--- config.mk ---
export PLATFORM = sky130hd
export DESIGN_NAME = muldiv_unit
export DESIGN_NICKNAME = d
export VERILOG_FILES = /design/src/hdl/muldiv_pkg.sv /design/src/hdl/muldiv_step.sv /design/src/hdl/muldiv_unit.sv
export SDC_FILE = /design/constraint.sdc
export NUM_CORES = 1
export LEC_CHECK = 0
export BUFFER_PORTS_ARGS = -buffer_cell sky130_fd_sc_hd__buf_2
export CAP_MARGIN = 20
export CORE_MARGIN = 1
export CORE_UTILIZATION = 60
export DETAILED_ROUTE_END_ITERATION = 6
export PLACE_DENSITY = 0.8
export SYNTH_ARGS = -nofsm -noshare
export SYNTH_HDL_FRONTEND = slang
export SYNTH_HIERARCHICAL = 1
export SYNTH_SLANG_ARGS = --single-unit
--- constraint.sdc ---
create_clock -name mclk_i -period 6.8 [get_ports mclk_i]
set_input_delay 0.68 -clock mclk_i [delete_from_list [all_inputs] [get_ports mclk_i]]
set_output_delay 0.68 -clock mclk_i [all_outputs]
set_load 0.03 [all_outputs]
--- src/hdl/muldiv_pkg.sv ---
package muldiv_pkg;

    // ------------------------------------------------------------------
    // register map (byte addresses on the internal peripheral bus)
    // ------------------------------------------------------------------
    localparam logic [15:0] CTRL_ADDR    = 16'hff68; // control register
    localparam logic [15:0] AL_ADDR      = 16'hff60; // operand a, low half
    localparam logic [15:0] AH_ADDR      = 16'hff62; // operand a, high half
    localparam logic [15:0] B_ADDR       = 16'hff64; // operand b
    localparam logic [15:0] REM_ADDR     = 16'hff66; // remainder result

    // ------------------------------------------------------------------
    // control register fields and reset values
    // ------------------------------------------------------------------
    localparam int          RUN_BIT_POS  = 7;        // start / run bit
    localparam int          MODE_BIT_POS = 0;        // 1 multiply, 0 divide
    localparam logic [7:0]  CTRL_RESET   = 8'h00;
    localparam logic [15:0] DATA_RESET   = 16'h0000;

    // ------------------------------------------------------------------
    // timing counts in internal clocks
    // ------------------------------------------------------------------
    localparam int          MUL_CYCLES   = 16;
    localparam int          DIV_CYCLES   = 32;

endpackage : muldiv_pkg

--- src/hdl/muldiv_step.sv ---
`timescale 1ns/1ns
// one iteration of the shared shift engine: a shift-add multiply step or
// a restoring divide step, chosen by mode_mul_i
module muldiv_step
(
    input  wire logic        mode_mul_i,   // 1 multiply step, 0 divide step
    input  wire logic [31:0] acc_a_i,      // operand a / partial result
    input  wire logic [15:0] acc_r_i,      // partial remainder
    input  wire logic [15:0] divisor_i,    // operand b
    output logic      [31:0] acc_a_o,      // next operand a value
    output logic      [15:0] acc_r_o       // next remainder value
);

    logic [16:0] sum;                      // multiply partial sum with carry
    logic [16:0] trial;                    // shifted remainder before compare
    logic [16:0] diff;                     // trial minus divisor

    // ------------------------------------------------------------------
    // combinational step
    // ------------------------------------------------------------------
    always_comb
    begin
        sum     = {1'b0, acc_a_i[31:16]};
        trial   = {acc_r_i, acc_a_i[31]};
        diff    = trial - {1'b0, divisor_i};
        acc_a_o = acc_a_i;
        acc_r_o = acc_r_i;
        if (mode_mul_i)
        begin
            // high half accumulates b when the low bit is set, then the
            // whole word moves right; the multiplier bits drop out below
            if (acc_a_i[0])
            begin
                sum = {1'b0, acc_a_i[31:16]} + {1'b0, divisor_i};
            end
            acc_a_o = {sum, acc_a_i[15:1]};
            acc_r_o = 16'h0000;
        end
        else
        begin
            // restoring division, quotient bits shift in at the bottom;
            // a 17-bit trial keeps the carry so no remainder bit is lost
            if (!diff[16])
            begin
                acc_a_o = {acc_a_i[30:0], 1'b1};
                acc_r_o = diff[15:0];
            end
            else
            begin
                acc_a_o = {acc_a_i[30:0], 1'b0};
                acc_r_o = trial[15:0];
            end
        end
    end

endmodule : muldiv_step

--- src/hdl/muldiv_unit.sv ---
`timescale 1ns/1ns
// How it works
// - multiply a low half by b, product into a
// - divide a by b, quotient a, remainder separate
// - remainder is zero after a multiply
// - remainder cleared when a start is written
// - multiply start clears the a high half
// - reset clears all data and control registers
// - bit7 run, bit0 mode, bits6-1 zero
// - setting run starts the selected operation
// - run bit self-clears after results stored
// - multiply completes sixteen clocks after start
// - divide completes thirty-two clocks after start
// - completion interrupt pulses on the same edge that run clears
// - software clearing run aborts the operation
// - finish in clearing cycle still valid
// - a and remainder show intermediate values
// - control bit/byte writes, data byte/word access
module muldiv_unit
    import muldiv_pkg::*;
#(
    parameter int ADDR_W = 16                     // bus address width
)
(
    input  wire logic              mclk_i,        // peripheral clock
    input  wire logic              reset_i,       // synchronous reset
    input  wire logic [ADDR_W-1:0] addr_i,        // byte address
    input  wire logic              wr_i,          // write strobe
    input  wire logic              rd_i,          // read strobe
    input  wire logic [1:0]        be_i,          // byte lanes of the access
    input  wire logic              bit_wr_i,      // single-bit write
    input  wire logic [2:0]        bit_sel_i,     // bit number of a bit write
    input  wire logic [15:0]       wdata_i,       // write data
    output logic      [15:0]       rdata_o,       // registered read data
    output logic                   completion_irq_o // one-cycle done pulse
);

    // ------------------------------------------------------------------
    // state
    // ------------------------------------------------------------------
    typedef enum logic [0:0] {IDLE, RUN} state_t;

    state_t      state_q, state_d;                // engine state
    logic [31:0] operand_a_full_q, operand_a_full_d;  // a register
    logic [15:0] operand_b_q, operand_b_d;        // b register
    logic [15:0] remainder_result_q, remainder_result_d;
    logic        run_bit_q, run_bit_d;            // control bit 7
    logic        mode_select_bit_q, mode_select_bit_d; // control bit 0
    logic [5:0]  count_q, count_d;                // clocks since start
    logic [15:0] rdata_q, rdata_d;                // read data register
    logic        irq_q, irq_d;                    // completion pulse

    // ------------------------------------------------------------------
    // decode
    // ------------------------------------------------------------------
    logic        wr_ctrl, wr_al, wr_ah, wr_b;     // register selects
    logic [7:0]  ctrl_now;                        // current control byte
    logic [7:0]  ctrl_wr;                         // control byte after write
    logic        start;                           // run written 0 -> 1
    logic        stop;                            // run written to 0
    logic [31:0] step_a;                          // engine a output
    logic [15:0] step_r;                          // engine remainder output
    logic [5:0]  last_cnt;                        // final step count

    // full address compare: no aliases, so a stray write elsewhere is
    // simply dropped rather than landing in a live register
    assign wr_ctrl  = wr_i && (addr_i == ADDR_W'(CTRL_ADDR));
    assign wr_al    = wr_i && (addr_i == ADDR_W'(AL_ADDR));
    assign wr_ah    = wr_i && (addr_i == ADDR_W'(AH_ADDR));
    assign wr_b     = wr_i && (addr_i == ADDR_W'(B_ADDR));
    assign ctrl_now = {run_bit_q, 6'h00, mode_select_bit_q};
    assign last_cnt = mode_select_bit_q ? 6'(MUL_CYCLES - 1) : 6'(DIV_CYCLES - 1);

    // ------------------------------------------------------------------
    // control byte after a bit or byte write
    // ------------------------------------------------------------------
    // a bit write changes one bit and keeps the others, so software can
    // clear run alone without touching the mode bit
    always_comb
    begin
        ctrl_wr = ctrl_now;
        if (bit_wr_i)
        begin
            ctrl_wr[bit_sel_i] = wdata_i[0];
        end
        else if (be_i[0])
        begin
            ctrl_wr = wdata_i[7:0];
        end
        ctrl_wr[6:1] = 6'h00;
    end

    // only a 0 -> 1 change of run starts the engine; writing run = 1 again
    // while busy neither restarts nor disturbs the count
    assign start = wr_ctrl && ctrl_wr[RUN_BIT_POS] && !run_bit_q;
    assign stop  = wr_ctrl && !ctrl_wr[RUN_BIT_POS];

    // shared shift engine, one bit per clock; multiply adds and divide subtracts in separate adders,
    // which costs clocks but keeps each adder seventeen bits wide
    muldiv_step u_step
    (
        .mode_mul_i (mode_select_bit_q),
        .acc_a_i    (operand_a_full_q),
        .acc_r_i    (remainder_result_q),
        .divisor_i  (operand_b_q),
        .acc_a_o    (step_a),
        .acc_r_o    (step_r)
    );

    // ------------------------------------------------------------------
    // next state: registers, engine and run bit
    // ------------------------------------------------------------------
    always_comb
    begin
        state_d            = state_q;
        operand_a_full_d   = operand_a_full_q;
        operand_b_d        = operand_b_q;
        remainder_result_d = remainder_result_q;
        run_bit_d          = run_bit_q;
        mode_select_bit_d  = mode_select_bit_q;
        count_d            = count_q;
        irq_d              = 1'b0;

        // writes to b land at any time, writes to a only while idle; a write
        // to b while running corrupts the result, which software is told not to do
        if (wr_al && be_i[0]) operand_a_full_d[7:0]   = wdata_i[7:0];
        if (wr_al && be_i[1]) operand_a_full_d[15:8]  = wdata_i[15:8];
        if (wr_ah && be_i[0]) operand_a_full_d[23:16] = wdata_i[7:0];
        if (wr_ah && be_i[1]) operand_a_full_d[31:24] = wdata_i[15:8];
        if (wr_b && be_i[0])  operand_b_d[7:0]        = wdata_i[7:0];
        if (wr_b && be_i[1])  operand_b_d[15:8]       = wdata_i[15:8];

        if (wr_ctrl)
        begin
            mode_select_bit_d = ctrl_wr[MODE_BIT_POS];
            run_bit_d         = ctrl_wr[RUN_BIT_POS];
        end

        // the engine works on the registers in place, so a and the
        // remainder carry partial values until the last step
        unique case (state_q)
            IDLE:
            begin
                // operands are used as they stand; nothing is copied aside
                if (start)
                begin
                    state_d            = RUN;
                    count_d            = 6'h00;
                    remainder_result_d = DATA_RESET;
                    if (ctrl_wr[MODE_BIT_POS])
                    begin
                        operand_a_full_d[31:16] = DATA_RESET;
                    end
                end
            end
            RUN:
            begin
                // intermediate values are visible in a and remainder
                operand_a_full_d   = step_a;
                remainder_result_d = step_r;
                count_d            = count_q + 6'h01;
                if (count_q == last_cnt)
                begin
                    // finishing wins over a clear in the same cycle, so
                    // the result stays good and the pulse still fires
                    state_d   = IDLE;
                    run_bit_d = 1'b0;
                    irq_d     = 1'b1;
                end
                else if (stop)
                begin
                    state_d = IDLE;
                end
            end
        endcase
    end

    // ------------------------------------------------------------------
    // read mux, registered so the output comes from a flip-flop
    // ------------------------------------------------------------------
    // reads while busy return partial values, as allowed; between reads
    // the data register holds, so the output only moves when a read is
    // taken
    always_comb
    begin
        rdata_d = rdata_q;
        if (rd_i)
        begin
            if (addr_i == ADDR_W'(CTRL_ADDR))     rdata_d = {8'h00, ctrl_now};
            else if (addr_i == ADDR_W'(AL_ADDR))  rdata_d = operand_a_full_q[15:0];
            else if (addr_i == ADDR_W'(AH_ADDR))  rdata_d = operand_a_full_q[31:16];
            else if (addr_i == ADDR_W'(B_ADDR))   rdata_d = operand_b_q;
            else if (addr_i == ADDR_W'(REM_ADDR)) rdata_d = remainder_result_q;
            else                                  rdata_d = 16'h0000;
        end
    end

    // ------------------------------------------------------------------
    // registers
    // ------------------------------------------------------------------
    // synchronous reset clears every register; there is no asynchronous
    // path, so reset must be held across at least one clock edge
    always_ff @(posedge mclk_i)
    begin
        if (reset_i)
        begin
            state_q            <= IDLE;
            operand_a_full_q   <= {DATA_RESET, DATA_RESET};
            operand_b_q        <= DATA_RESET;
            remainder_result_q <= DATA_RESET;
            run_bit_q          <= CTRL_RESET[RUN_BIT_POS];
            mode_select_bit_q  <= CTRL_RESET[MODE_BIT_POS];
            count_q            <= 6'h00;
            rdata_q            <= 16'h0000;
            irq_q              <= 1'b0;
        end
        else
        begin
            state_q            <= state_d;
            operand_a_full_q   <= operand_a_full_d;
            operand_b_q        <= operand_b_d;
            remainder_result_q <= remainder_result_d;
            run_bit_q          <= run_bit_d;
            mode_select_bit_q  <= mode_select_bit_d;
            count_q            <= count_d;
            rdata_q            <= rdata_d;
            irq_q              <= irq_d;
        end
    end

    assign rdata_o          = rdata_q;
    assign completion_irq_o = irq_q;

    // ------------------------------------------------------------------
    // checks
    // ------------------------------------------------------------------
    // the operands are caught on the start edge and a flag remembers
    // whether the run went undisturbed; a clear that lands on the last
    // step still counts as undisturbed, since the result stands then
    logic [15:0] chk_a_lo, chk_b;                 // operands caught at start
    logic [31:0] chk_a_full;
    logic        chk_mul, chk_live;               // mode and undisturbed-run flag
    always_ff @(posedge mclk_i)
    begin
        if (reset_i)
        begin
            chk_a_lo   <= 16'h0000;
            chk_b      <= 16'h0000;
            chk_a_full <= 32'h0000_0000;
            chk_mul    <= 1'b0;
            chk_live   <= 1'b0;
        end
        else if (state_q == IDLE && start)
        begin
            chk_a_lo   <= operand_a_full_d[15:0];
            chk_b      <= operand_b_d;
            chk_a_full <= operand_a_full_d;
            chk_mul    <= ctrl_wr[MODE_BIT_POS];
            chk_live   <= 1'b1;
        end
        else if (wr_al || wr_ah || wr_b || (wr_ctrl && state_q == RUN && count_q != last_cnt))
        begin
            chk_live   <= 1'b0;
        end
    end

    // ------------------------------------------------------------------
    // helper: edges since the last accepted start, saturating
    // ------------------------------------------------------------------
    // a free count kept apart from the engine counter, so the timing
    // checks below judge the engine instead of repeating it
    logic [5:0]  chk_since;                       // edges since start
    always_ff @(posedge mclk_i)
    begin
        if (reset_i)
        begin
            chk_since <= 6'h3f;                   // parked: no start seen
        end
        else if (state_q == IDLE && start)
        begin
            chk_since <= 6'h01;                   // the start edge itself counts as one
        end
        else if (chk_since != 6'h3f)
        begin
            chk_since <= chk_since + 6'h01;       // holds at the top
        end
    end

    // ------------------------------------------------------------------
    // properties
    // ------------------------------------------------------------------
    // results are judged only for runs that nobody disturbed; a write
    // during a run leaves the outcome undefined, so nothing is claimed
    mul_result_a: assert property (@(posedge mclk_i) disable iff (reset_i)
        irq_q && chk_mul && chk_live |->
            operand_a_full_q == chk_a_lo * chk_b && remainder_result_q == 16'h0000)
        else $error("multiply product wrong");
    div_result_a: assert property (@(posedge mclk_i) disable iff (reset_i)
        irq_q && !chk_mul && chk_live && chk_b != 16'h0000 |->
            operand_a_full_q == chk_a_full / chk_b
            && remainder_result_q == 16'(chk_a_full % chk_b))
        else $error("divide result wrong");
    rem_clear_a: assert property (@(posedge mclk_i) disable iff (reset_i)
        state_q == IDLE && start |=> remainder_result_q == 16'h0000)
        else $error("remainder not cleared at start");
    high_clear_a: assert property (@(posedge mclk_i) disable iff (reset_i)
        state_q == IDLE && start && ctrl_wr[0] && !wr_ah |=> operand_a_full_q[31:16] == 16'h0000)
        else $error("high half not cleared on multiply start");
    mul_time_a: assert property (@(posedge mclk_i) disable iff (reset_i)
        chk_live && chk_mul && chk_since == 6'(MUL_CYCLES + 1) |-> irq_q && !run_bit_q)
        else $error("multiply not done after sixteen clocks");
    div_time_a: assert property (@(posedge mclk_i) disable iff (reset_i)
        chk_live && !chk_mul && chk_since == 6'(DIV_CYCLES + 1) |-> irq_q && !run_bit_q)
        else $error("divide not done after thirty-two clocks");

    irq_time_a: assert property (@(posedge mclk_i) disable iff (reset_i)
        irq_q && chk_live |->
            chk_since == (chk_mul ? 6'(MUL_CYCLES + 1) : 6'(DIV_CYCLES + 1)))
        else $error("completion pulse at the wrong time");
    run_clear_a: assert property (@(posedge mclk_i) disable iff (reset_i)
        irq_q |-> !run_bit_q && state_q == IDLE)
        else $error("run bit set at completion");
    abort_a: assert property (@(posedge mclk_i) disable iff (reset_i)
        state_q == RUN && stop && count_q != last_cnt |=> state_q == IDLE && !irq_q)
        else $error("clearing run did not abort");
    zero_bits_a: assert property (@(posedge mclk_i) disable iff (reset_i)
        rd_i && addr_i == ADDR_W'(CTRL_ADDR) |=>
            rdata_q[15:1] == {8'h00, $past(run_bit_q), 6'h00})
        else $error("control reserved bits not zero");

    reset_clear_a: assert property (@(posedge mclk_i) disable iff (reset_i)
        $fell(reset_i) |-> operand_a_full_q == 32'h0000_0000 && operand_b_q == 16'h0000
            && remainder_result_q == 16'h0000 && !run_bit_q && !mode_select_bit_q)
        else $error("registers not cleared by reset");
    mode_hold_a: assert property (@(posedge mclk_i) disable iff (reset_i)
        !wr_ctrl |=> $stable(mode_select_bit_q))
        else $error("mode bit moved without a control write");

endmodule : muldiv_unit

# Word-level counts from Yosys, hierarchy flattened
# Index checks and enable logic that the tools add are counted.
classes:
  n_eq_ne: 7
  add_sub_neg: 3
  n_lt_le_gt_ge: 2
  n_reduce_logical: 19
  n_mux: 36
  bitwise: 1
ops:
  columns: ["op", "count"]
  rows:
  - ["two-way mux 16 bit", 11]
  - ["== test 16 bit, second input constant", 5]
  - ["case mux 16 bit (2 select lines)", 2]
  - ["two-way mux 8 bit", 6]
  - ["two-way mux 32 bit", 1]
  - ["adder 16 x 16 -> 17 bit", 1]
  - ["two-way mux 17 bit", 1]
  - ["subtractor 17 x 16 -> 17 bit", 1]
  - ["logical AND 1 bit", 14]
  - ["case mux 6 bit (2 select lines)", 1]
  - ["two-way mux 1 bit", 9]
  - ["bitwise mux 8 bit", 1]
  - ["adder 6 x 1 -> 6 bit, second input constant", 1]
  - ["== test 6 x 5 -> 1 bit", 1]
  - ["two-way mux 6 bit", 1]
  - ["two-way mux 5 bit", 1]
  - ["< comparator 3 x 4 -> 1 bit, second input constant", 1]
  - ["nonzero test 2 bit", 2]
  - ["demux 1 bit (select 3 bit)", 1]
  - [">= comparator 3 x 1 -> 1 bit, second input constant", 1]
  - ["logical NOT 1 bit", 2]
  - ["!= test 2 bit, second input constant", 1]
  - ["case mux 1 bit (2 select lines)", 1]
  - ["OR reduction 2 bit", 1]
  - ["inverter 1 bit", 1]
word_totals:
  input_bits: 42
  elab_cells: 80
  register_bits: 90
  out_inout_bits: 17

# Longest topological paths before layout
logic_depth:
  depth_word: 11
  depth_mapped: 14

# Cells and area by module
# Netlist, hierarchy kept.
by_module_without_submodules:
  columns: ["module", "seq_area_each_um2", "cells_each", "instances", "area_each_um2"]
  rows:
  - ["muldiv_unit", 1801.7, 423, 1, 4151.5]
  - ["muldiv_step", 0.0, 323, 1, 2302.2]

# Least setup slack after synthesis
# No wires, ideal clock.
synth_timing:
  path_type: "reg2reg"
  from: "register operand_a_full_q[31]"
  to: "register remainder_result_q[10]"
  synth_period_minus_slack_ps: 2785
  arrival_time_ps: 2669
  required_time_ps: 6683
  setup_slack_ps: 4015
  path_stages_with_launch: 14
  cell_sequence: "dfxtp_1 -> inv_1 -> ha_1 -> inv_1 -> fa_1 -> a211o_1 -> a21oi_2 -> o311ai_1 -> a21oi_2 -> xnor2_4 -> buf_6 -> mux2i_1 -> nor2_1 -> a22o_1"
synth_between:
  elab_chain_len: 4
synth_rtl:
  columns: ["item", "line_no", "source"]
  rows:
  - ["start: declaration", "muldiv_unit.sv:44", "logic [31:0] operand_a_full_q, operand_a_full_d;"]
  - ["start signal: assignment", "muldiv_unit.sv:208", "operand_a_full_q <= {DATA_RESET, DATA_RESET};"]
  - ["start signal: assignment", "muldiv_unit.sv:220", "operand_a_full_q <= operand_a_full_d;"]
  - ["subtractor 17 x 16 -> 17 bit", "muldiv_step.sv:25", "diff = trial - {1'b0, divisor_i};"]
  - ["two-way mux 16 bit", "muldiv_step.sv:43", "if (!diff[16])"]
  - ["two-way mux 16 bit", "muldiv_step.sv:28", "if (mode_mul_i)"]
  - ["net step_r[10]", "muldiv_unit.sv:62", "logic [15:0] step_r;"]
  - ["case mux 16 bit (2 select lines)", "muldiv_unit.sv:141", "unique case (state_q)"]
  - ["end signal: assignment", "muldiv_unit.sv:222", "remainder_result_q <= remainder_result_d;"]
  - ["end: declaration", "muldiv_unit.sv:46", "logic [15:0] remainder_result_q, remainder_result_d;"]
# The timed path passes the listed nets, and every way through them passes these cells.
# A chain may end at the register's enable or synchronous reset.

# Worst setup path in the final report
layout_timing:
  from: "register operand_a_full_q[31]"
  to: "register remainder_result_q[4]"
# Same word-level chain as after synthesis.

==> results.md <==
* Yosys warns at 6
* Die H at between 100 and 150 um
* CTS Hold Bufs at 0
* Root Buffer: clkbuf_8
* Clock-pin slew on the worst setup and hold paths at about 0.080 ns
* R2R setup slack at 3.33 ns
* Placed Area at just under 0.007 mm2
* Final Cell Area at around 0.0070 mm2
* Vias in the first global route at between 5,000 and 6,000
* CTS Sinks at 90
* Fin crit period at ~3.5 ns
* Crit Path Category: register to register
* Vias per cell at between 6 and 7
* Outcome: complete, no violations
* Layout area overhead at 7.697%
* Core Box Area at just over 0.01 mm2
* Port buffer count at 58
* Final #Nets at 856
* N_diodes at 0
* Fin. max-slew vios at 0
* DRT iter0 DRCs at between 700 and 800
* Boundary Pins at just under 60
* Primary FF master, synth: dfxtp_1
* Met1 global-route usage at 0.4496
* Critical Path Source Type: register
* Crit-path max FO at 24
* Routability cong. at 0.9153
* Max Cap Viol at 0
* Fin Clk Skew at between 0.007 and 0.008 ns
* Num rows at 37
* Via Count at between 5,000 and 6,000
* Final setup vio count at 0
* GRT Total Usage at 0.3242
* Detailed-router iteration count before antenna repair at 5
* Post-CTS Setup Inserts at 0
* RSZ-0062 raised after global routing: no
* Syn Inst Count at roughly 750
* Fin crit share at 0.5101
* Peak Freq at about 290 MHz
* Post-synth cell types at 69
* Initial Utilization at 0.6223
* ANT nets after route at 0
* Net Count, Synth at 823
* DR WL/cell at 19.33 um
* Slew @ Worst Pin at roughly 1.1 ns
* Final wirelength at between 15,000 and 20,000 um
* Share of cells above drive strength 1 at 0.1381
* Post-synth ARST share at 0
* Mapped Area at roughly 0.0065 mm2
* CTS tree: yes
* Largest net degree at the start of global routing at 61
* Met2 Resource Use GR at 0.5121
* Worst-Skew Late Latency at 0.38 ns
* CTS max path bufs at 2
* Worst slew margin at 0.2591
* Synthesized area per cell at 8.651 um2
* Gr ovfl total at 0
* Die width at 105.7 um
* Seq/Total Area, Yosys at 0.2792
* Synth Register Bits at 90
* Die area at between 0.01 and 0.015 mm2
* Pwr/cell area at ~130 mW/mm2
* Static leakage at between 3 and 4 nW
* First-pass GRT wire length at ~28,000 um
* Critical path capture point type: register
* Fin Setup TNS at 0 ns
* CTS resizes at 0
* Max rail drop VDD at 0.09175 mV
* Initial antenna violation count at 0
* Hold Crit Class: register to register
* Number of CTS-inserted buffers at 9
* Post-layout util at 0.6702
* CP arrival at approximately 3.7 ns
* DRC at 0
* Hold Fails Final Rpt at 0
* Required time worst endpoint at a little over 7 ns
* Post-synth EDFFs at 0
* Met3 Resource Use GR at 0.05504
* CTS H-tree depth at 3
* Most Used Layer, Global Route: met2
* Post-DP HPWL at approximately 13,000 um
## Yosys cell counts, types with 4 or more instances
cell	count	share of area
nor2_1	63	0.037
a211o_1	5	0.0068
ha_1	33	0.064
a211oi_1	4	0.0047
dfxtp_1	90	0.28
o21ai_1	20	0.016
and3_1	4	0.0039
nand4_1	5	0.0048
nand2b_1	9	0.0087
a41oi_1	4	0.0054
nand2_1	34	0.020
mux2_2	14	0.024
xor2_1	5	0.0068
buf_2	6	0.0047
nor4_1	17	0.016
xnor2_1	19	0.026
nor4b_1	4	0.0054
nand3_1	8	0.0062
and3b_1	4	0.0054
a21oi_1	38	0.029
a22o_1	31	0.042
buf_6	4	0.0070
o21ai_0	25	0.019
a211oi_2	4	0.0078
nor3b_1	17	0.020
mux2i_1	81	0.13
a21o_1	11	0.013
a22oi_1	16	0.019
nor2b_1	26	0.025
inv_1	27	0.016
clkbuf_1	28	0.016
nor3_1	22	0.017
o21a_1	7	0.0081
or3_1	5	0.0048
## kinds of logic (layout without fill, tap and decap cells)
family,after synthesis,count (layout),share of synthesized area
buffers and inverters,68,104,0.04537
multiplexers,95,95,0.1501
AO/OA/AOI/OAI,198,198,0.2148
AND/OR/NAND/NOR,235,235,0.2036
XOR/XNOR,25,25,0.03684
flip-flops,90,90,0.2792
adder cells (fa/ha/maj),35,35,0.07018
## cell type report
class | instances | area, um2
inverters | 27 | 101.3
clock inverters | 2 | 12.51
flip-flops and latches | 90 | 1803
fillers | 907 | 3420
clock buffers | 12 | 165.2
multi-input cells | 588 | 4367
well taps | 136 | 170.2
repair buffers | 63 | 331.6
## worst max-delay path, cell delays in order, from the launching register on
cell	delay, ns
dfxtp_1	0.46
inv_1	0.16
ha_1	0.24
inv_1	0.07
fa_1	0.25
a211o_1	0.21
a21oi_2	0.10
o311ai_1	0.40
a21oi_2	0.16
xnor2_4	0.70
mux2i_1	0.31
nor2_1	0.06
a22o_1	0.22
## stage by stage
stage | instances | setup slack (ns) | power (W) | hold slack, ns
final | 918 | 3.331 | 0.0009259 | 0.4813
after global routing | 918 | 3.127 | 0.0009491 | 0.5038
after CTS | 917 | 3.432 | 0.0009249 | 0.4876
after detailed placement | 903 | 3.318 | 0.0005920 | 0.4635
after global placement | 903 | 3.450 | 0.0005909 | 0.4624
after floorplan | 746 | 4.015 | 0.0005649 | 0.4466
## power by group
group          switching [W]  internal [W]   total, W
Combinational      0.0000349     0.0000200  0.0000549
Clock               0.000186      0.000158   0.000345
Sequential     0.00000000428      0.000526   0.000526
## cell usage in the layout (no fill, tap or decap), drive strengths merged, types with 7 or more instances in the layout
cell,count
nor2b,26
nor3b,18
a21oi,40
inv,27
nand2b,9
xnor2,20
nor2,63
mux2i,81
nor4,18
nor3,22
mux2,14
ha,33
dfxtp,90
a211oi,8
o21ai,45
buf,63
nand2,34
nand3,8
clkbuf,12
a22oi,16
a21o,11
a22o,31
o21a,7
## flip-flops by register name (all words and copies together) (netlist names)
signal and count:
count_q 6, mode_select_bit_q 1, state_q 1, operand_b_q 16
rdata_o 16, run_bit_q 1, completion_irq_o 1, remainder_result_q 16
operand_a_full_q 32
## worst paths after layout
path | startpoint | end | depth (start not counted)
setup / recovery | operand_a_full_q[31] | remainder_result_q[4] | 12
hold / removal | rdata_o[10] | rdata_o[10] | 1
setup reg to reg | operand_a_full_q[31] | remainder_result_q[4] | 12
hold reg to reg | rdata_o[10] | rdata_o[10] | 1
## per-layer routing
layer  part of all wire  vias up
met5                  0        -
met4              0.019        0
met3              0.067       28
met2               0.45      236
met1               0.46     2831
li1                   -     2842
No activity file was read; power rests on OpenSTA's default activity.
